## config.mk

```make
export PLATFORM = sky130hd
export DESIGN_NAME = gihc_top
export DESIGN_NICKNAME = d
export VERILOG_FILES = /design/src/gihc_pkg.sv /design/src/gihc_hold_chan.sv /design/src/gihc_top.sv
export VERILOG_INCLUDE_DIRS = /design/src
export SDC_FILE = /design/constraint.sdc
export NUM_CORES = 1
export LEC_CHECK = 0
export ABC_CLOCK_PERIOD_IN_PS = 5600
export BUFFER_PORTS_ARGS = -buffer_cell sky130_fd_sc_hd__buf_4
export CORE_UTILIZATION = 45
export DETAILED_ROUTE_END_ITERATION = 10
export PLACE_DENSITY_LB_ADDON = 0.05
export SETUP_SLACK_MARGIN = 0.5
export SYNTH_ARGS = -nofsm -noshare
export SYNTH_HDL_FRONTEND = slang
export SYNTH_SLANG_ARGS = --single-unit
```

## constraint.sdc

```tcl
create_clock -name ref_clk -period 5.6 [get_ports ref_clk]
set_clock_uncertainty 0.2 [all_clocks]
set_input_delay 0.84 -clock ref_clk [delete_from_list [all_inputs] [get_ports ref_clk]]
set_output_delay 0.84 -clock ref_clk [all_outputs]
set_load 0.02 [all_outputs]
```

## src/gihc_params.svh

```systemverilog
// Purpose: constants for the gyro interrupt hold control block
// Assumes: 40 MHz reference clock, word-indexed registers on the bus
// Notes: register indices times four give the byte address
`ifndef GIHC_PARAMS_SVH
`define GIHC_PARAMS_SVH

// ----------------------------------------
// register indices and reset values
// ----------------------------------------
`define GIHC_IDX_FIFO_CFG 8'h1E
`define GIHC_IDX_HOLD_CTRL 8'h21
`define GIHC_IDX_IRQ_STATE 8'h30
`define GIHC_FIFO_CFG_RST 8'h88
`define GIHC_HOLD_CTRL_RST 8'h00

// ----------------------------------------
// field positions
// ----------------------------------------
`define GIHC_FIFO_EN_BIT 7
`define GIHC_STAT_CLR_BIT 7
`define GIHC_OFS_CLR_BIT 6
`define GIHC_LATCH_STAT_BIT 4
`define GIHC_MODE_MSB 3

// ----------------------------------------
// timing: clock rate and hold times in microseconds
// ----------------------------------------
`define GIHC_CLK_MHZ 40
`define GIHC_T_250US 32'h000000FA
`define GIHC_T_500US 32'h000001F4
`define GIHC_T_1MS 32'h000003E8
`define GIHC_T_12MS5 32'h000030D4
`define GIHC_T_25MS 32'h000061A8
`define GIHC_T_50MS 32'h0000C350
`define GIHC_T_250MS 32'h0003D090
`define GIHC_T_500MS 32'h0007A120
`define GIHC_T_1S 32'h000F4240
`define GIHC_T_2S 32'h001E8480
`define GIHC_T_4S 32'h003D0900
`define GIHC_T_8S 32'h007A1200

`endif

```

## src/gihc_pkg.sv

```systemverilog
// Purpose: types and hold-mode decoding for the interrupt hold control
// Assumes: hold times counted in microsecond ticks
// Notes: decoding is shared by every interrupt channel
`include "gihc_params.svh"

package gihc_pkg;

  // ----------------------------------------
  // hold behaviour of an interrupt output
  // ----------------------------------------
  typedef enum logic [1:0] {GIHC_NONLATCH, GIHC_TEMP, GIHC_LATCH} gihc_kind_type;

  // kind of holding for a four-bit mode code
  function automatic gihc_kind_type gihc_kind(input logic [3:0] mode);
    gihc_kind_type k;
    k = GIHC_TEMP;
    case (mode)
      4'h0, 4'h8: k = GIHC_NONLATCH;
      4'h7, 4'hF: k = GIHC_LATCH;
      default: k = GIHC_TEMP;
    endcase
    return k;
  endfunction

  // hold time in microsecond ticks for a temporary mode code
  function automatic logic [31:0] gihc_hold_us(input logic [3:0] mode);
    logic [31:0] t;
    t = 32'h00000000;
    case (mode)
      4'h1: t = `GIHC_T_250MS;
      4'h2: t = `GIHC_T_500MS;
      4'h3: t = `GIHC_T_1S;
      4'h4: t = `GIHC_T_2S;
      4'h5: t = `GIHC_T_4S;
      4'h6: t = `GIHC_T_8S;
      4'h9: t = `GIHC_T_250US;
      4'hA: t = `GIHC_T_500US;
      4'hB: t = `GIHC_T_1MS;
      4'hC: t = `GIHC_T_12MS5;
      4'hD: t = `GIHC_T_25MS;
      4'hE: t = `GIHC_T_50MS;
      default: t = 32'h00000000;
    endcase
    return t;
  endfunction

endpackage

```

## src/gihc_hold_chan.sv

```systemverilog
// Purpose: one interrupt output with selectable holding
// Assumes: tick is a one-cycle pulse every microsecond
// Notes: a new event always wins over a clear in the same cycle
`timescale 1ns/1ps
`include "gihc_params.svh"

module gihc_hold_chan
  import gihc_pkg::*;
(
  input wire logic ref_clk,
  input wire logic rstn,
  input wire logic srcEvent,
  input wire logic clear,
  input wire logic tick,
  input wire logic [3:0] mode,
  output logic irqOut
);

  // ----------------------------------------
  // mode decode
  // ----------------------------------------
  gihc_kind_type kind;
  logic [31:0] loadTicks;
  logic [31:0] holdCnt_reg;
  logic irq_reg;
  assign kind = gihc_kind(mode);
  assign loadTicks = gihc_hold_us(mode);
  assign irqOut = irq_reg;

  // ----------------------------------------
  // hold state
  // ----------------------------------------
  // event first so a clear in the same cycle never loses it
  always_ff @(posedge ref_clk or negedge rstn)
  begin
    if (!rstn)
    begin
      irq_reg <= 1'b0;
      holdCnt_reg <= 32'h00000000;
    end
    else if (srcEvent)
    begin
      irq_reg <= 1'b1;
      holdCnt_reg <= loadTicks;
    end
    else if (clear)
    begin
      irq_reg <= 1'b0;
      holdCnt_reg <= 32'h00000000;
    end
    else
    begin
      case (kind)
        GIHC_NONLATCH: irq_reg <= 1'b0;
        GIHC_LATCH: irq_reg <= irq_reg;
        GIHC_TEMP:
        begin
          if (tick && irq_reg)
          begin
            if (holdCnt_reg <= 32'h00000001)
            begin
              irq_reg <= 1'b0;
              holdCnt_reg <= 32'h00000000;
            end
            else
            begin
              holdCnt_reg <= holdCnt_reg - 32'h00000001;
            end
          end
        end
        default: irq_reg <= 1'b0;
      endcase
    end
  end
endmodule

```

## src/gihc_top.sv

```systemverilog
// Purpose: interrupt hold and clear control with AHB-Lite register access
// Assumes: single word transfers, inputs synchronous to ref_clk
// Notes: byte address is four times the register index
//
// Design decision made here: the AHB-Lite slave port.
`timescale 1ns/1ps
`include "gihc_params.svh"

// Contract
// - fifo level interrupt passes only while enable bit 7 of config is one
// - writing one to hold-control bit 7 clears every interrupt status
// - writing one to hold-control bit 6 clears quick and gradual bias offsets
// - mode 0000b or 1000b gives non-latched interrupt outputs
// - modes 0001b to 0110b hold 250 ms, 500 ms, 1 s, 2 s, 4 s, 8 s
// - modes 0111b and 1111b latch the interrupt
// - modes 1001b to 1110b hold 250 us, 500 us, 1 ms, 12.5, 25, 50 ms
module gihc_top
  import gihc_pkg::*;
#(
  parameter int NSRC = 4,
  parameter int FIFO_SRC = 0,
  parameter int TICK_CYCLES = `GIHC_CLK_MHZ
)
(
  input wire logic ref_clk,
  input wire logic rstn,
  input wire logic hsel,
  input wire logic [31:0] haddr,
  input wire logic [1:0] htrans,
  input wire logic hwrite,
  input wire logic [2:0] hsize,
  input wire logic [31:0] hwdata,
  input wire logic hready,
  output logic hreadyout,
  output logic hresp,
  output logic [31:0] hrdata,
  input wire logic [NSRC-1:0] srcEvent,
  output logic [NSRC-1:0] irqOut,
  output logic srcStatusClear,
  output logic quickBiasCorrectionClear,
  output logic gradualBiasCorrectionClear,
  output logic latchStatus
);

  // ----------------------------------------
  // bus address phase capture
  // ----------------------------------------
  logic wrPend_reg;
  logic rdPend_reg;
  logic [7:0] wrIdx_reg;
  logic [7:0] rdIdx_reg;
  logic hreadyout_reg;
  logic [31:0] hrdata_reg;
  logic rdDone_reg;
  wire addrOk;
  wire inRange;
  wire [7:0] addrIdx;
  wire wrAccept;
  wire rdAccept;

  // size is not checked: only whole words are ever issued
  assign inRange = (haddr[31:10] == 22'h000000);
  assign addrIdx = inRange ? haddr[9:2] : 8'hFF;
  assign addrOk = hsel && hready && htrans[1];
  assign wrAccept = addrOk && hwrite;
  assign rdAccept = addrOk && !hwrite;

  // reads take one wait state so the data comes from a flop
  always_ff @(posedge ref_clk or negedge rstn)
  begin
    if (!rstn)
    begin
      wrPend_reg <= 1'b0;
      rdPend_reg <= 1'b0;
      wrIdx_reg <= 8'h00;
      rdIdx_reg <= 8'h00;
      hreadyout_reg <= 1'b1;
      rdDone_reg <= 1'b0;
    end
    else
    begin
      wrPend_reg <= wrAccept;
      rdPend_reg <= rdAccept;
      wrIdx_reg <= wrAccept ? addrIdx : wrIdx_reg;
      rdIdx_reg <= rdAccept ? addrIdx : rdIdx_reg;
      hreadyout_reg <= !rdAccept;
      rdDone_reg <= rdPend_reg;
    end
  end

  // ----------------------------------------
  // register write decode
  // ----------------------------------------
  logic [7:0] fifoCfg_reg;
  logic [7:0] holdCtrl_reg;
  logic statClr_reg;
  logic ofsClr_reg;
  wire wrFifo;
  wire wrHold;
  wire [7:0] fifoCfg_next;
  wire [7:0] holdCtrl_next;
  wire statClr_next;
  wire ofsClr_next;

  // command bits are never stored, so they read back as zero
  assign wrFifo = wrPend_reg && (wrIdx_reg == `GIHC_IDX_FIFO_CFG);
  assign wrHold = wrPend_reg && (wrIdx_reg == `GIHC_IDX_HOLD_CTRL);
  assign fifoCfg_next = wrFifo ? hwdata[7:0] : fifoCfg_reg;
  assign holdCtrl_next = wrHold ? {3'h0, hwdata[`GIHC_LATCH_STAT_BIT],
    hwdata[`GIHC_MODE_MSB:0]} : holdCtrl_reg;
  assign statClr_next = wrHold && hwdata[`GIHC_STAT_CLR_BIT];
  assign ofsClr_next = wrHold && hwdata[`GIHC_OFS_CLR_BIT];

  // registers and one-cycle command pulses
  always_ff @(posedge ref_clk or negedge rstn)
  begin
    if (!rstn)
    begin
      fifoCfg_reg <= `GIHC_FIFO_CFG_RST;
      holdCtrl_reg <= `GIHC_HOLD_CTRL_RST;
      statClr_reg <= 1'b0;
      ofsClr_reg <= 1'b0;
    end
    else
    begin
      fifoCfg_reg <= fifoCfg_next;
      holdCtrl_reg <= holdCtrl_next;
      statClr_reg <= statClr_next;
      ofsClr_reg <= ofsClr_next;
    end
  end

  // ----------------------------------------
  // read mux
  // ----------------------------------------
  wire [31:0] rdMux;
  wire [31:0] irqWord;
  assign irqWord = {{(32-NSRC){1'b0}}, irqOut};
  assign rdMux = (rdIdx_reg == `GIHC_IDX_FIFO_CFG) ? {24'h000000, fifoCfg_reg} :
    (rdIdx_reg == `GIHC_IDX_HOLD_CTRL) ? {24'h000000, holdCtrl_reg} :
    (rdIdx_reg == `GIHC_IDX_IRQ_STATE) ? irqWord : 32'h00000000;

  // data held until the wait state of the next read reloads it
  always_ff @(posedge ref_clk or negedge rstn)
  begin
    if (!rstn)
    begin
      hrdata_reg <= 32'h00000000;
    end
    else if (rdPend_reg)
    begin
      hrdata_reg <= rdMux;
    end
  end

  assign hreadyout = hreadyout_reg;
  assign hresp = 1'b0;
  assign hrdata = hrdata_reg;

  // ----------------------------------------
  // microsecond tick
  // ----------------------------------------
  logic [31:0] tickCnt_reg;
  logic tick_reg;
  wire tickWrap;
  assign tickWrap = (tickCnt_reg >= 32'(TICK_CYCLES - 1));

  // one shared prescaler keeps each channel counter in microseconds
  always_ff @(posedge ref_clk or negedge rstn)
  begin
    if (!rstn)
    begin
      tickCnt_reg <= 32'h00000000;
      tick_reg <= 1'b0;
    end
    else
    begin
      tickCnt_reg <= tickWrap ? 32'h00000000 : tickCnt_reg + 32'h00000001;
      tick_reg <= tickWrap;
    end
  end

  // ----------------------------------------
  // interrupt channels
  // ----------------------------------------
  wire fifoEnable;
  wire [NSRC-1:0] gatedEvent;
  assign fifoEnable = fifoCfg_reg[`GIHC_FIFO_EN_BIT];

  genvar gi;
  generate
    for (gi = 0; gi < NSRC; gi++)
    begin : g_chan
      // fifo level source is masked by its enable bit
      assign gatedEvent[gi] = (gi == FIFO_SRC) ? (srcEvent[gi] && fifoEnable)
        : srcEvent[gi];
      gihc_hold_chan u_chan (
        .ref_clk(ref_clk),
        .rstn(rstn),
        .srcEvent(gatedEvent[gi]),
        .clear(statClr_reg),
        .tick(tick_reg),
        .mode(holdCtrl_reg[`GIHC_MODE_MSB:0]),
        .irqOut(irqOut[gi])
      );
    end
  endgenerate

  assign srcStatusClear = statClr_reg;
  assign quickBiasCorrectionClear = ofsClr_reg;
  assign gradualBiasCorrectionClear = ofsClr_reg;
  assign latchStatus = holdCtrl_reg[`GIHC_LATCH_STAT_BIT];
endmodule

```

After elaboration in Yosys (flattened, before gate mapping)
Memory sizes are Yosys's and may differ from the RTL's.
Index checks and enable logic that the tools add are counted.
{"block": "totals", "output_inout_bits": 42, "rom_bits": 1408, "ramBits": 0, "n_memories": 4, "latchBits": 0, "elab_cells": 137, "inputBits": 78, "regBits": 231}
{"name": "(name not given)", "words": 16, "width": 22, "read_ports": 1, "rd_clocked_by_memory_dff": 0, "wr": 0, "line": "gihc_pkg.sv:29", "text": "case (mode)"}
{"name": "(name not given)", "words": 16, "width": 22, "read_ports": 1, "rd_clocked_by_memory_dff": 0, "wr": 0, "line": "gihc_pkg.sv:29"}
{"name": "(name not given)", "words": 16, "width": 22, "read_ports": 1, "rd_clocked_by_memory_dff": 0, "wr": 0, "line": "gihc_pkg.sv:29"}
{"name": "(name not given)", "words": 16, "width": 22, "read_ports": 1, "rd_clocked_by_memory_dff": 0, "wr": 0, "line": "gihc_pkg.sv:29"}
{"block": "classes", "multipliers": 0, "eq_ne": 22, "shift": 0, "n_lt_le_gt_ge": 5, "n_reduce_logical": 35, "n_addsub": 5, "muxes": 46, "div": 0, "n_bitwise": 0}
{"cell": "$mux W32", "count": 21}
{"cell": "$le A32 B1 Y1 const B", "count": 4}
{"cell": "$sub A32 B1 Y32 const B", "count": 4}
{"cell": "$add A32 B1 Y32 const B", "count": 1}
{"cell": "$ge A32 B6 Y1 const B", "count": 1}
{"cell": "$eq A8 B6 Y1 const B", "count": 3}
{"cell": "$reduce_bool A3 Y1", "count": 8}
{"cell": "$logic_not A22 Y1", "count": 1}
{"cell": "$eq A8 B5 Y1 const B", "count": 2}
{"cell": "$mux W1", "count": 16}
{"cell": "$mux W8", "count": 2}
{"cell": "$ne A4 B4 Y1 const B", "count": 4}
{"cell": "$logic_and A1 B1 Y1", "count": 13}
{"cell": "$reduce_and A3 Y1", "count": 4}
{"cell": "$ne A3 B3 Y1 const B", "count": 3}
{"cell": "$eq A4 B4 Y1 const B", "count": 2}
{"cell": "$ne A4 B2 Y1 const B", "count": 2}
{"cell": "$ne A4 B3 Y1 const B", "count": 2}
{"cell": "$pmux W1 S2", "count": 4}
{"cell": "$reduce_and A2 Y1", "count": 4}
{"cell": "$mux W5", "count": 1}
{"cell": "$eq A4 B3 Y1 const B", "count": 1}
{"cell": "$logic_not A4 Y1", "count": 1}
{"cell": "$mux W4", "count": 1}
{"cell": "6 further kinds", "count": 8}

Depth between registers and ports, before layout
Gate-level depths: netlist (run 1).
{"block": "logic_depth", "depth_word": 7, "mapped_depth": 11}

Cells and area by module
Synthesis (run 1) repeated with hierarchy kept, for this count alone.
{"block": "unflattened", "hier_cells": 1351, "area_unflattened_um2": 12637.1}
{"module": "gihc_hold_chan at g_chan[0].u_chan ...", "area_each_um2": 2367.3, "instances": 2, "cells_per_inst": 277, "seq_area_each_um2": 825.8}
{"module": "gihc_top", "area_each_um2": 3014.1, "instances": 1, "cells_per_inst": 228, "seq_area_each_um2": 1880.6}
{"module": "gihc_hold_chan at g_chan[3].u_chan", "area_each_um2": 2493.6, "instances": 1, "cells_per_inst": 297, "seq_area_each_um2": 825.8}
{"module": "gihc_hold_chan at g_chan[1].u_chan", "area_each_um2": 2394.8, "instances": 1, "cells_per_inst": 272, "seq_area_each_um2": 825.8}

Worst setup path before layout (run 1)
Ideal clock, no wire load.
{"block": "synth_path", "path_type": "register -> register", "start": "reg holdCtrl_reg[0]", "end": "reg g_chan[1].u_chan.holdCnt_reg[31]", "t_required_ns": 5.322, "stages_incl_launch_ff": 10, "setup_time_ns": 0.078, "t_arrival_ns": 2.677, "setup_slack_ns": 2.645, "cell_sequence": "dfrtp_1 -> clkbuf_1 -> inv_1 -> ha_1 -> nor2b_1 -> clkbuf_1 -> o31ai_1 -> nand4_1 -> or3_1 -> a21oi_1"}
{"block": "synth_via", "elab_chain_len": 6}
{"item": "start: declaration", "line": "gihc_top.sv:95", "text": "logic [7:0] holdCtrl_reg;"}
{"item": "start signal: assignment", "line": "gihc_top.sv:120", "text": "holdCtrl_reg <= `GIHC_HOLD_CTRL_RST;"}
{"item": "start signal: assignment", "line": "gihc_top.sv:127", "text": "holdCtrl_reg <= holdCtrl_next;"}
{"item": "$eq A4 B3 Y1, or another cell as far along", "line": "gihc_pkg.sv:17", "text": "case (mode)"}
{"item": "$reduce_or A2 Y1", "line": "gihc_pkg.sv:17"}
{"item": "$pmux W2 S2 (*)", "line": "gihc_pkg.sv:17"}
{"item": "$eq A2 B1 Y1 (*)", "line": "gihc_hold_chan.sv:53", "text": "case (kind)"}
{"item": "$reduce_bool A3 Y1 (no line) (*)"}
{"item": "$reduce_and A2 Y1 (no line) (*)"}
{"item": "end signal: assignment", "line": "gihc_hold_chan.sv:44", "text": "holdCnt_reg <= loadTicks;"}
{"item": "end signal: assignment", "line": "gihc_hold_chan.sv:67", "text": "holdCnt_reg <= holdCnt_reg - 32'h00000001;"}
{"item": "end: declaration", "line": "gihc_hold_chan.sv:24", "text": "logic [31:0] holdCnt_reg;"}
Mark *: on every way between the ends. The rest lies on a longest branch, timed or not.
A chain may end at the register's enable or synchronous reset.

Final worst setup path (run 1)
{"block": "layout_path", "start": "reg holdCtrl_reg[0]", "end": "reg g_chan[0].u_chan.holdCnt_reg[29]"}
{"block": "layout_via", "elab_chain_len": 6}
{"item": "$eq A4 B3 Y1, or another cell as far along", "line": "gihc_pkg.sv:17"}
{"item": "$reduce_or A2 Y1", "line": "gihc_pkg.sv:17"}
{"item": "$pmux W2 S2 (*)", "line": "gihc_pkg.sv:17"}
{"item": "$eq A2 B1 Y1 (*)", "line": "gihc_hold_chan.sv:53"}
{"item": "$reduce_bool A3 Y1 (no line) (*)"}
{"item": "$reduce_and A2 Y1 (no line) (*)"}
{"item": "end signal: assignment", "line": "gihc_hold_chan.sv:44"}
{"item": "end signal: assignment", "line": "gihc_hold_chan.sv:67"}
{"item": "end: declaration", "line": "gihc_hold_chan.sv:24"}
Marked as above.

==> flow_metrics.py, run 1 <==
metrics = {
    "clock_network": {
        "cts_made_buffers": 25,
        "clock_path_buffers": 3,
        "cts_tree": "done",
        "cts.sinks": 207,
        "insertion_delay_ps": 530,
        "ctsResizeCount": 0,
        "post_cts_buffers": 0,
        "clkTransAtPathRegs_ps": 60,
        "cts_root_buf": "clkbuf_16",
        "cts_hold_buf": 0,
        "htreeDepth": 1,
    },
    "layout": {
        "drive_above_1_share_pct": 12.3,
        "nets": 1395,
        "multi_input_area_mm2": 0.00589,
        "synthToLayoutAreaGrowth_pct": 14.2,
        "fin_cells": 1651,
        "seq_area_mm2": 0.00518,
        "fill_cells": 2389,
        "largest_reg_flops": 128,
        "antenna_cells": 0,
    },
    "critical_path": {
        "crit_family": "simple AND/OR/NAND/NOR gates",
        "crit_path_end_kind": "flop",
        "max_stage_delay_ps": 910,
        "worstSetupPathDepth": 7,
        "cp_slowest_cell": "o31ai_1",
        "crit_required_ps": 5850,
        "path_class": "reg -> reg",
        "reg2reg_depth": 7,
        "worst-path-max-fanout": 14,
        "crit_buf_inv": 1,
        "start_kind": "flop",
        "worstPathArrival_ps": 4020,
        "crit_chain": "inv_1 > ha_1 > nor2b_1 > o31ai_1 > nand4b_1 > or4_1 > a21oi_1",
    },
    "sta": {
        "worstMarginPinSlew_ps": 1100,
        "max_freq_mhz": 265,
        "setup_tns_ps": 0,
        "period_share_pct": 67.4,
        "setup_viol": 0,
        "maxSlewViolCount": 0,
        "slew_headroom_pct": 26.4,
        "hold_violations": 0,
        "period_minus_slack_ps": 3770,
        "grt_setup_unrepaired": "no",
    },
    "logic_synthesis": {
        "ys_seq_area_share_pct": 45.2,
        "ys_seq_elements": 207,
        "synth.top_cells.by_area": "dfrtp_1 44%, nand2_1 3.7%, nor4_1 3.3%",
        "synth_area_mm2": 0.0115,
        "ys.flop_type": "dfrtp_1",
        "synth.distinct_cells": 69,
        "ys.warnings.count": 0,
        "synth_top_cell_by_area": "dfrtp_1",
        "synth_edf_count": 0,
        "synth_top_area_share_pct": 44.5,
        "avgSynthCellArea_um2": 9.24,
        "async_flop_share_pct": 100,
        "syn_inst": 1242,
    },
    "placement": {
        "portBuffers": 64,
        "place.gp.congestion": 0.831,
        "dp_cells": 1605,
        "dpl.hpwl_mm": 21.5,
    },
    "power": {
        "pwr-share-clk_pct": 40.1,
        "combPwrFrac_pct": 17.5,
        "p_sw_share_pct": 30.1,
        "power.density_mw_per_mm2": 328,
        "internal-power_mw": 3.01,
        "seqPwrFrac_pct": 42.4,
        "p_leak_nw": 5.42,
        "switchingPower_mw": 1.29,
        "peakVddDrop_v": 0.000267,
    },
    "detailed_routing": {
        "drcViolationCount": 0,
        "drt-wirelength-per-cell_um": 19.4,
        "vias": 10100,
        "ant_nets": 0,
        "drt-pass1-iter-count": 6,
        "routed_wl_mm": 32.0,
        "dr.first_iter.drc_count": 854,
        "viasPerCell": 6.10,
    },
    "global_route": {
        "grt_usage_pct": 24.9,
        "antenna_found_initial": 0,
        "grt_pass1_wl_mm": 52.2,
        "grt_pass1_vias": 9719,
        "grt_max_degree": 118,
        "grt_overflow": 0,
    },
    "worst_hold_path": {
        "hp-class": "in -> async",
    },
    "floorplan": {
        "start_util_pct": 45.7,
        "die_w_um": 162,
        "io_pins": 120,
        "dieArea_mm2": 0.0262,
        "core_area_mm2": 0.0251,
        "row_count": 58,
        "die_y_um": 162,
    },
    "run": {
        "cap_violations": 0,
    },
    "status": {
        "status": "finished clean",
    },
}
final cells by class:
class / instances / share of cell area (%)
clock buffers: 37 / 5.57
flip-flops and latches: 207 / 39.5
well taps: 330 / 3.15
clock inverters: 9 / 1.14
multi-input cells: 956 / 44.9
inverters: 30 / 0.859
repair buffers: 82 / 4.85
cell usage after synthesis, types with 4 or more instances:
library cell  instances
buf_4                30
or4_1                36
nand4_1              20
o41ai_1               8
a221o_1               9
dfrtp_1             204
nand3_1              56
nand4b_1              8
nor2b_1               6
o31ai_1              15
or2_2                10
o311ai_0             28
buf_2                 5
xnor2_1              13
xor2_1                5
clkbuf_1             60
a21oi_1              36
nor3_1               42
a211oi_1              4
o21ai_0              74
mux2_2               15
and3_1                7
a22oi_1              32
o31a_1                8
o221ai_1              8
inv_1                30
nor3b_1               5
a31oi_1               6
nand2_1             114
o211ai_1             34
and2_1                7
nand2b_1             13
ha_1                 15
nor2_1               92
or3_1                37
nor4b_1              10
nor4_1               61
a222oi_1              5
a32oi_1              11
o21a_1                4
mux2i_1              13
final timing paths:
check,startpoint,endpoint,slack [ps]
worst max-delay path,holdCtrl_reg[0]$_DFFE_PN0P_,g_chan[0].u_chan.holdCnt_reg[29]$_DFFE_PN0P_,1830
worst min-delay path,rstn,g_chan[1].u_chan.holdCnt_reg[24]$_DFFE_PN0P_,110
worst max register to register,holdCtrl_reg[0]$_DFFE_PN0P_,g_chan[0].u_chan.holdCnt_reg[29]$_DFFE_PN0P_,1830
worst min register to register,tickCnt_reg[0]$_DFF_PN0_,tickCnt_reg[0]$_DFF_PN0_,260
max in group asynchronous,rstn,g_chan[0].u_chan.holdCnt_reg[27]$_DFFE_PN0P_,4000
min in group ref_clk,tickCnt_reg[0]$_DFF_PN0_,tickCnt_reg[0]$_DFF_PN0_,260
worst reg2reg max path: cells and delay by family (launching register included):
kind / cells / cell delay [ps]
AOI/OAI and AO/OA: 2 / 1070
and+or+nand+nor: 3 / 1350
adders and majority gates: 1 / 310
DFF: 1 / 630
buffers and inverters: 1 / 130
per-stage QoR:
stage	hold WS, ps	area, um2	setup WS (ps)	power (mW)	util, %
2_1_floorplan	225	11700	2640	2.34	-
3_3_place_gp	244	12200	1900	2.58	48.7
3_5_place_dp	254	12200	1810	2.60	48.7
4_1_cts	166	13100	1800	4.34	52.2
5_1_grt	190	13100	1580	4.53	52.2
6_report	111	13100	1830	4.30	52.2
routing by layer:
metal | up-vias | share of wire, % | track usage, %
met4 | 0 | 3.1 | 8.40
met2 | 297 | 44 | 38.7
met3 | 62 | 5.9 | 3.86
li1 | 4801 | - | -
met5 | - | 0 | 0
met1 | 4907 | 47 | 35.6
layout by cell type (no fill, tap or decap), types with 9 or more instances in the layout:
cell / Yosys / layout
ha_1: 15 / 15
dfrtp_1: 204 / 204
mux2i_1: 13 / 13
nand3_1: 56 / 56
nor2_1: 92 / 92
inv_1: 30 / 30
nand2_1: 114 / 114
nor4b_1: 10 / 10
nor3_1: 42 / 42
mux2_2: 15 / 15
xnor2_1: 13 / 13
conb_1: 1 / 51
or3_1: 37 / 37
or2_2: 10 / 10
buf_4: 30 / 80
o21ai_0: 74 / 74
or4_1: 36 / 36
o31ai_1: 15 / 15
a21oi_1: 36 / 35
a22oi_1: 32 / 32
nand2b_1: 13 / 13
o311ai_0: 28 / 28
a221o_1: 9 / 9
o211ai_1: 34 / 34
nand4_1: 20 / 20
a32oi_1: 11 / 11
clkbuf_16: 0 / 25
nor4_1: 61 / 61
cells by family (layout without fill, tap and decap cells):
logic type	Yosys count	count (layout)	synth area share [%]
xor gates and xnor gates	18	18	1.37
adders and majority gates	15	15	1.63
buffers and inverters	129	158	5.32
other	1	51	0.0327
muxes	28	28	2.60
and+or+nand+nor	539	539	25.1
AOI/OAI and AO/OA	305	305	18.8
DFF	207	207	45.2
power by group through the flow:
stage / registers [mW] / clock network, mW / logic (mW)
after global placement: 1.84 / 0 / 0.739
after CTS: 1.82 / 1.77 / 0.754
after detailed placement: 1.84 / 0 / 0.753
after global routing: 1.85 / 1.82 / 0.851
final: 1.82 / 1.73 / 0.754
after floorplan: 1.80 / 0 / 0.546
Note: power is estimated with default switching activity, not from simulation.
==> inputs of run 2 (changes only) <==
ABC_AREA = 1   (was not set)
ABC_CLOCK_PERIOD_IN_PS = 3400   (was 5600)
clock period = 3.4 ns   (was 5.6 ns; I/O delays follow)
==> run 2 against run 1 <==
  * Largest cell class unchanged
  * Power increased by 79%
  * Synthesized cell count increased by 50%
  * Global-route usage decreased by 0.12 points
  * Critical path type unchanged
  * Highest routed layer unchanged
  * Critical path depth increased by 3
==> flow_metrics.py, run 2 <==
metrics = {
    "layout": {
        "final_common_cell": "nand2_1",
        "seq_area_mm2": 0.00518,
        "multi_input_area_mm2": 0.00676,
        "nets": 2051,
        "antenna_cells": 0,
        "fill_cells": 2870,
        "drive_above_1_share_pct": 9.26,
        "mostFrequentLayoutCells": "491 x nand2_1, 397 x nor2_1, 204 x dfrtp_1",
        "synthToLayoutAreaGrowth_pct": 13.7,
        "largest_reg_flops": 128,
    },
    "critical_path": {
        "start_kind": "flop",
        "reg2reg_to": "g_chan[0].u_chan.holdCnt_reg[23]$_DFFE_PN0P_",
        "crit_required_ps": 3680,
        "crit_path_end_kind": "flop",
        "reg2reg_depth": 10,
        "rr_startpoint": "holdCtrl_reg[1]$_DFFE_PN0P_",
        "rrSetupSlack_ps": 720,
        "worstPathArrival_ps": 2960,
        "worst-path-max-fanout": 13,
        "path_class": "reg -> reg",
    },
    "logic_synthesis": {
        "synthMostInstantiatedCell": "nand2_1",
        "ys.warnings.count": 0,
        "synth_area_mm2": 0.0129,
        "synth_top_cell_by_area": "dfrtp_1",
        "synth_top_area_share_pct": 39.6,
        "netlist_top_cells_count": "491 x nand2_1, 397 x nor2_1, 204 x dfrtp_1",
        "ys_seq_elements": 207,
        "async_flop_share_pct": 100,
        "ys.flop_type": "dfrtp_1",
        "synth.distinct_cells": 48,
        "avgSynthCellArea_um2": 6.90,
        "syn_inst": 1867,
        "synth.top_cells.by_area": "dfrtp_1 40%, nand2_1 14%, nor2_1 12%",
        "ys_seq_area_share_pct": 40.3,
        "synth_edf_count": 0,
    },
    "floorplan": {
        "row_count": 61,
        "dieArea_mm2": 0.0293,
        "core_area_mm2": 0.0279,
        "start_util_pct": 46.1,
        "io_pins": 120,
        "die_w_um": 171,
        "die_y_um": 171,
    },
    "power": {
        "power.density_mw_per_mm2": 526,
        "peakVddDrop_v": 0.000377,
        "p_leak_nw": 7.47,
    },
    "global_route": {
        "grt_max_degree": 88,
        "grt_overflow": 0,
        "grt_usage_pct": 24.8,
        "antenna_found_initial": 0,
        "grt_pass1_vias": 11100,
        "grt_pass1_wl_mm": 57.5,
    },
    "detailed_routing": {
        "top_layer": "met4",
        "dr.first_iter.drc_count": 810,
        "drt-wirelength-per-cell_um": 15.0,
        "drt-pass1-iter-count": 5,
        "drcViolationCount": 0,
        "wl_met2_mm": 16.1,
        "m1WireLength_mm": 16.5,
        "routed_wl_mm": 35.3,
        "vias": 11800,
        "wl_met3_mm": 1.77,
        "viasPerCell": 5.00,
        "ant_nets": 0,
    },
    "run": {
        "cap_violations": 0,
    },
    "sta": {
        "period_share_pct": 78.8,
        "maxSlewViolCount": 0,
        "worstMarginPinSlew_ps": 1040,
        "worst_slack_ps": 720,
        "period_minus_slack_ps": 2680,
        "grt_setup_unrepaired": "no",
        "slew_headroom_pct": 30.0,
        "hold_violations": 0,
        "setup_viol": 0,
        "setup_tns_ps": 0,
        "max_freq_mhz": 373,
    },
    "clock_network": {
        "cts_tree": "done",
        "cts.sinks": 207,
        "post_cts_buffers": 0,
        "clkTransAtPathRegs_ps": 60,
        "htreeDepth": 1,
        "clock_path_buffers": 3,
        "cts_made_buffers": 25,
        "insertion_delay_ps": 550,
        "cts_root_buf": "clkbuf_16",
    },
    "worst_hold_path": {
        "min_to": "srcStatusClear$_DFF_PN0_",
        "hp-start": "hwdata[7]",
        "whs_path_depth": 3,
        "hp-class": "in -> reg",
    },
    "placement": {
        "portBuffers": 64,
        "place.gp.congestion": 0.936,
        "dpl.hpwl_mm": 25.3,
        "post-place-ws_ps": 790,
    },
    "status": {
        "status": "finished clean",
    },
}
==> run 2: cell types whose count changed in the layout (fill, tap and decap cells not counted), moves of 37 or more <==
cell	delta
a21oi_1	+95
nor4_1	-57
xor2_1	+41
nor2_1	+305
inv_1	+140
nand3_1	+70
or3_1	-37
nand2_1	+377
==> run 2: what timing repair did <==
item | CTS | global route
hold buffers | 3 | 0
endpoints found under the hold margin | 83 | 0
resized for setup | 0 | 0
==> run 2: metrics by stage <==
| step | cell area, um2 | power (mW) | hold WS [ps] | std cells | utilization [%] |
|---|---|---|---|---|---|
| floorplan | 13100 | 4.45 | 14.4 | 1917 | - |
| global placement | 13800 | 4.91 | 252 | 2306 | 49.2 |
| detailed placement | 13800 | 4.95 | 265 | 2306 | 49.2 |
| CTS | 14600 | 7.78 | 0.486 | 2355 | 52.4 |
| global route | 14600 | 8.18 | 19.3 | 2355 | 52.4 |
| finish | 14600 | 7.70 | 18.7 | 2355 | 52.4 |
==> run 2: power by group <==
group	switching (mW)	total [mW]	internal, mW	leakage (nW)
clock	1.12	2.78	1.66	0.420
combinational	1.19	1.83	0.641	4.49
sequential	0.333	3.09	2.75	2.55
total	2.65	7.70	5.06	7.47
==> run 2: final cells by class <==
cell class | instances | area share, %
inverters | 178 | 4.58
multi-input cells | 1459 | 46.2
well taps | 378 | 3.23
flip-flops and latches | 207 | 35.4
clock inverters | 13 | 1.15
repair buffers | 87 | 4.74
clock buffers | 33 | 4.68
==> run 2: worst max-delay path by stage <==
stage	start	end	slack, ps	cells past startpoint
6_report	holdCtrl_reg[1]$_DFFE_PN0P_	g_chan[0].u_chan.holdCnt_reg[23]$_DFFE_PN0P_	720	10
4_1_cts	holdCtrl_reg[1]$_DFFE_PN0P_	g_chan[1].u_chan.holdCnt_reg[23]$_DFFE_PN0P_	750	10
3_3_place_gp	holdCtrl_reg[0]$_DFFE_PN0P_	g_chan[1].u_chan.holdCnt_reg[23]$_DFFE_PN0P_	780	10
2_1_floorplan	holdCtrl_reg[0]$_DFFE_PN0P_	g_chan[0].u_chan.holdCnt_reg[20]$_DFFE_PN0P_	1420	10
3_5_place_dp	holdCtrl_reg[0]$_DFFE_PN0P_	g_chan[1].u_chan.holdCnt_reg[23]$_DFFE_PN0P_	790	10
5_1_grt	holdCtrl_reg[1]$_DFFE_PN0P_	g_chan[0].u_chan.holdCnt_reg[23]$_DFFE_PN0P_	540	10
==> run 2: routing by layer <==
metal / vias up / GRT usage [%]
met5: - / 0
met4: 0 / 6.41
met3: 55 / 3.10
met2: 285 / 40.5
met1: 5429 / 34.6
li1: 6010 / -
==> run 2: critical path, cell delays in order (launching register included) <==
cell and delay, ps:
dfrtp_1 490, ha_1 270, nand2_1 280, nand2_4 180, o21ai_4 350, buf_4 250, nand2_1 60, nor2_1 220
xor2_1 200, nand2_1 70, inv_1 50
==> run 2: cell families after synthesis <==
group	after synthesis	synth area share, %
AND/OR/NAND/NOR	1127	36.7
buffers and inverters	251	8.69
flip-flops	207	40.3
AO/OA/AOI/OAI	195	8.07
XOR/XNOR	71	4.83
adder cells (fa/ha/maj)	15	1.46
other	1	0.0291
==> inputs of run 3 (changes only) <==
ABC_CLOCK_PERIOD_IN_PS = 2800   (was 3400)
clock period = 2.8 ns   (was 3.4 ns; I/O delays follow)
==> run 3 against run 2 <==
  * Sequential cell count stayed put
  * Count of clock-buffer cells in the layout is 5 higher
  * Utilization is 1.2 points higher
  * Critical path depth is 1 lower
  * Cell count is 1.5% higher
  * Sequential share of layout area is 0.81 points lower
  * Clock power is 15% higher
  * Via count is 1.6% higher
  * Setup slack worse by 180 ps
  * Combinational power is 28% higher
==> flow_metrics.py, run 3 (synthesis results as in run 2) <==
metrics = {
    "detailed_routing": {
        "routed_wl_mm": 35.6,
        "viasPerCell": 5.01,
        "drcViolationCount": 0,
        "ant_nets": 0,
        "drt-pass1-iter-count": 5,
        "dr.first_iter.drc_count": 867,
        "drt-wirelength-per-cell_um": 14.9,
        "vias": 12000,
    },
    "layout": {
        "synthToLayoutAreaGrowth_pct": 16.4,
        "mostFrequentLayoutCells": "490 x nand2_1, 393 x nor2_1, 202 x dfrtp_1",
        "drive_above_1_share_pct": 11.2,
        "largest_reg_flops": 128,
        "nets": 2090,
        "final_core_util_pct": 53.6,
        "final_common_cell": "nand2_1",
        "antenna_cells": 0,
        "fill_cells": 2872,
    },
    "floorplan": {
        "row_count": 61,
        "die_w_um": 171,
        "io_pins": 120,
        "die_y_um": 171,
        "start_util_pct": 46.1,
        "dieArea_mm2": 0.0293,
        "core_area_mm2": 0.0279,
    },
    "sta": {
        "hold_violations": 0,
        "grt_setup_unrepaired": "yes",
        "maxSlewViolCount": 0,
        "setup_tns_ps": 0,
        "period_minus_slack_ps": 2260,
        "slew_headroom_pct": 53.8,
        "setup_viol": 0,
        "worstMarginPinSlew_ps": 686,
        "period_share_pct": 80.9,
        "max_freq_mhz": 442,
    },
    "critical_path": {
        "worst-path-max-fanout": 7,
        "worstPathArrival_ps": 2470,
        "path_class": "reg -> reg",
        "crit_required_ps": 3000,
        "crit_path_end_kind": "flop",
        "start_kind": "flop",
    },
    "worst_hold_path": {
        "hp-class": "in -> reg",
    },
    "placement": {
        "dpl.hpwl_mm": 25.6,
        "place.gp.congestion": 0.905,
        "portBuffers": 64,
    },
    "global_route": {
        "grt_usage_pct": 25.4,
        "grt_pass1_vias": 11400,
        "grt_pass1_wl_mm": 58.8,
        "antenna_found_initial": 0,
        "grt_overflow": 0,
        "grt_max_degree": 76,
    },
    "clock_network": {
        "cts_made_buffers": 25,
        "htreeDepth": 1,
        "cts_root_buf": "clkbuf_16",
        "insertion_delay_ps": 530,
        "clkTransAtPathRegs_ps": 60,
        "clock_path_buffers": 3,
        "cts.sinks": 207,
        "cts_tree": "done",
    },
    "power": {
        "p_leak_nw": 7.63,
        "peakVddDrop_v": 0.000518,
        "power.density_mw_per_mm2": 619,
    },
    "run": {
        "cap_violations": 0,
    },
    "status": {
        "status": "finished clean",
    },
}
run 3: area by class of cell:
cell class	instances	area [um2]	share of cell area (%)
clock buffer	38	785	5.24
inverter	178	678	4.53
clock inverter	5	33.8	0.225
sequential	207	5190	34.6
multi-input combinational	1460	6820	45.5
timing repair buffer	125	1010	6.74
tap	378	473	3.16
run 3: worst max-delay path: stages (launching register included):
cell	delay, ps
dfrtp_2	450
inv_1	140
ha_2	300
nand2_1	100
nand2_1	50
a21boi_0	480
buf_4	230
nor2_1	40
nor2_1	80
a21oi_1	70
run 3: timing repair:
| item | CTS | global route |
|---|---|---|
| hold endpoints to repair | 77 | 0 |
| setup buffers | 6 | 9 |
| resized for setup | 4 | 17 |
| setup endpoints to repair | 55 | 68 |
| pin swaps | 2 | 3 |
| gates cloned | 1 | 0 |
| hold buffers | 9 | 0 |
run 3: path summary, 6_finish.rpt:
path	start	to	slack, ps	cells after the start
worst max register to register	holdCtrl_reg[1]$_DFFE_PN0P_	g_chan[0].u_chan.holdCnt_reg[4]$_DFFE_PN0P_	540	9
worst min-delay path	hwdata[1]	fifoCfg_reg[1]$_DFFE_PN0P_	30	3
min in group asynchronous	rstn	g_chan[2].u_chan.holdCnt_reg[25]$_DFFE_PN0P_	280	2
worst min register to register	tickCnt_reg[0]$_DFF_PN0_	tickCnt_reg[0]$_DFF_PN0_	250	1
worst max-delay path	holdCtrl_reg[1]$_DFFE_PN0P_	g_chan[0].u_chan.holdCnt_reg[4]$_DFFE_PN0P_	540	9
max in group asynchronous	rstn	fifoCfg_reg[7]$_DFFE_PN1P_	1340	3
run 3: power breakdown:
group	switching, mW	internal [mW]
combinational	1.49	0.849
clock	1.29	1.91
sequential	0.398	3.34
total	3.18	6.11
run 3: stage by stage:
stage	cells	setup WS [ps]	instance area [um2]	total power [mW]	hold slack (ps)
6_report	2391	535	15000	9.28	28.9
5_1_grt	2391	459	15000	9.87	15.2
4_1_cts	2382	511	14900	9.32	4.69
3_5_place_dp	2323	237	13900	6.05	248
3_3_place_gp	2323	273	13900	6.01	252
2_1_floorplan	1917	824	13100	5.40	-75.6
run 3: metal layers:
layer	global-route usage, %	wire [um]	vias up	share of wire [%]
met2	42.2	16300	286	46
met1	34.9	16600	5543	47
met3	3.22	1790	53	5.0
met5	0	0	-	0
met4	6.21	899	0	2.5
li1	-	-	6091	-
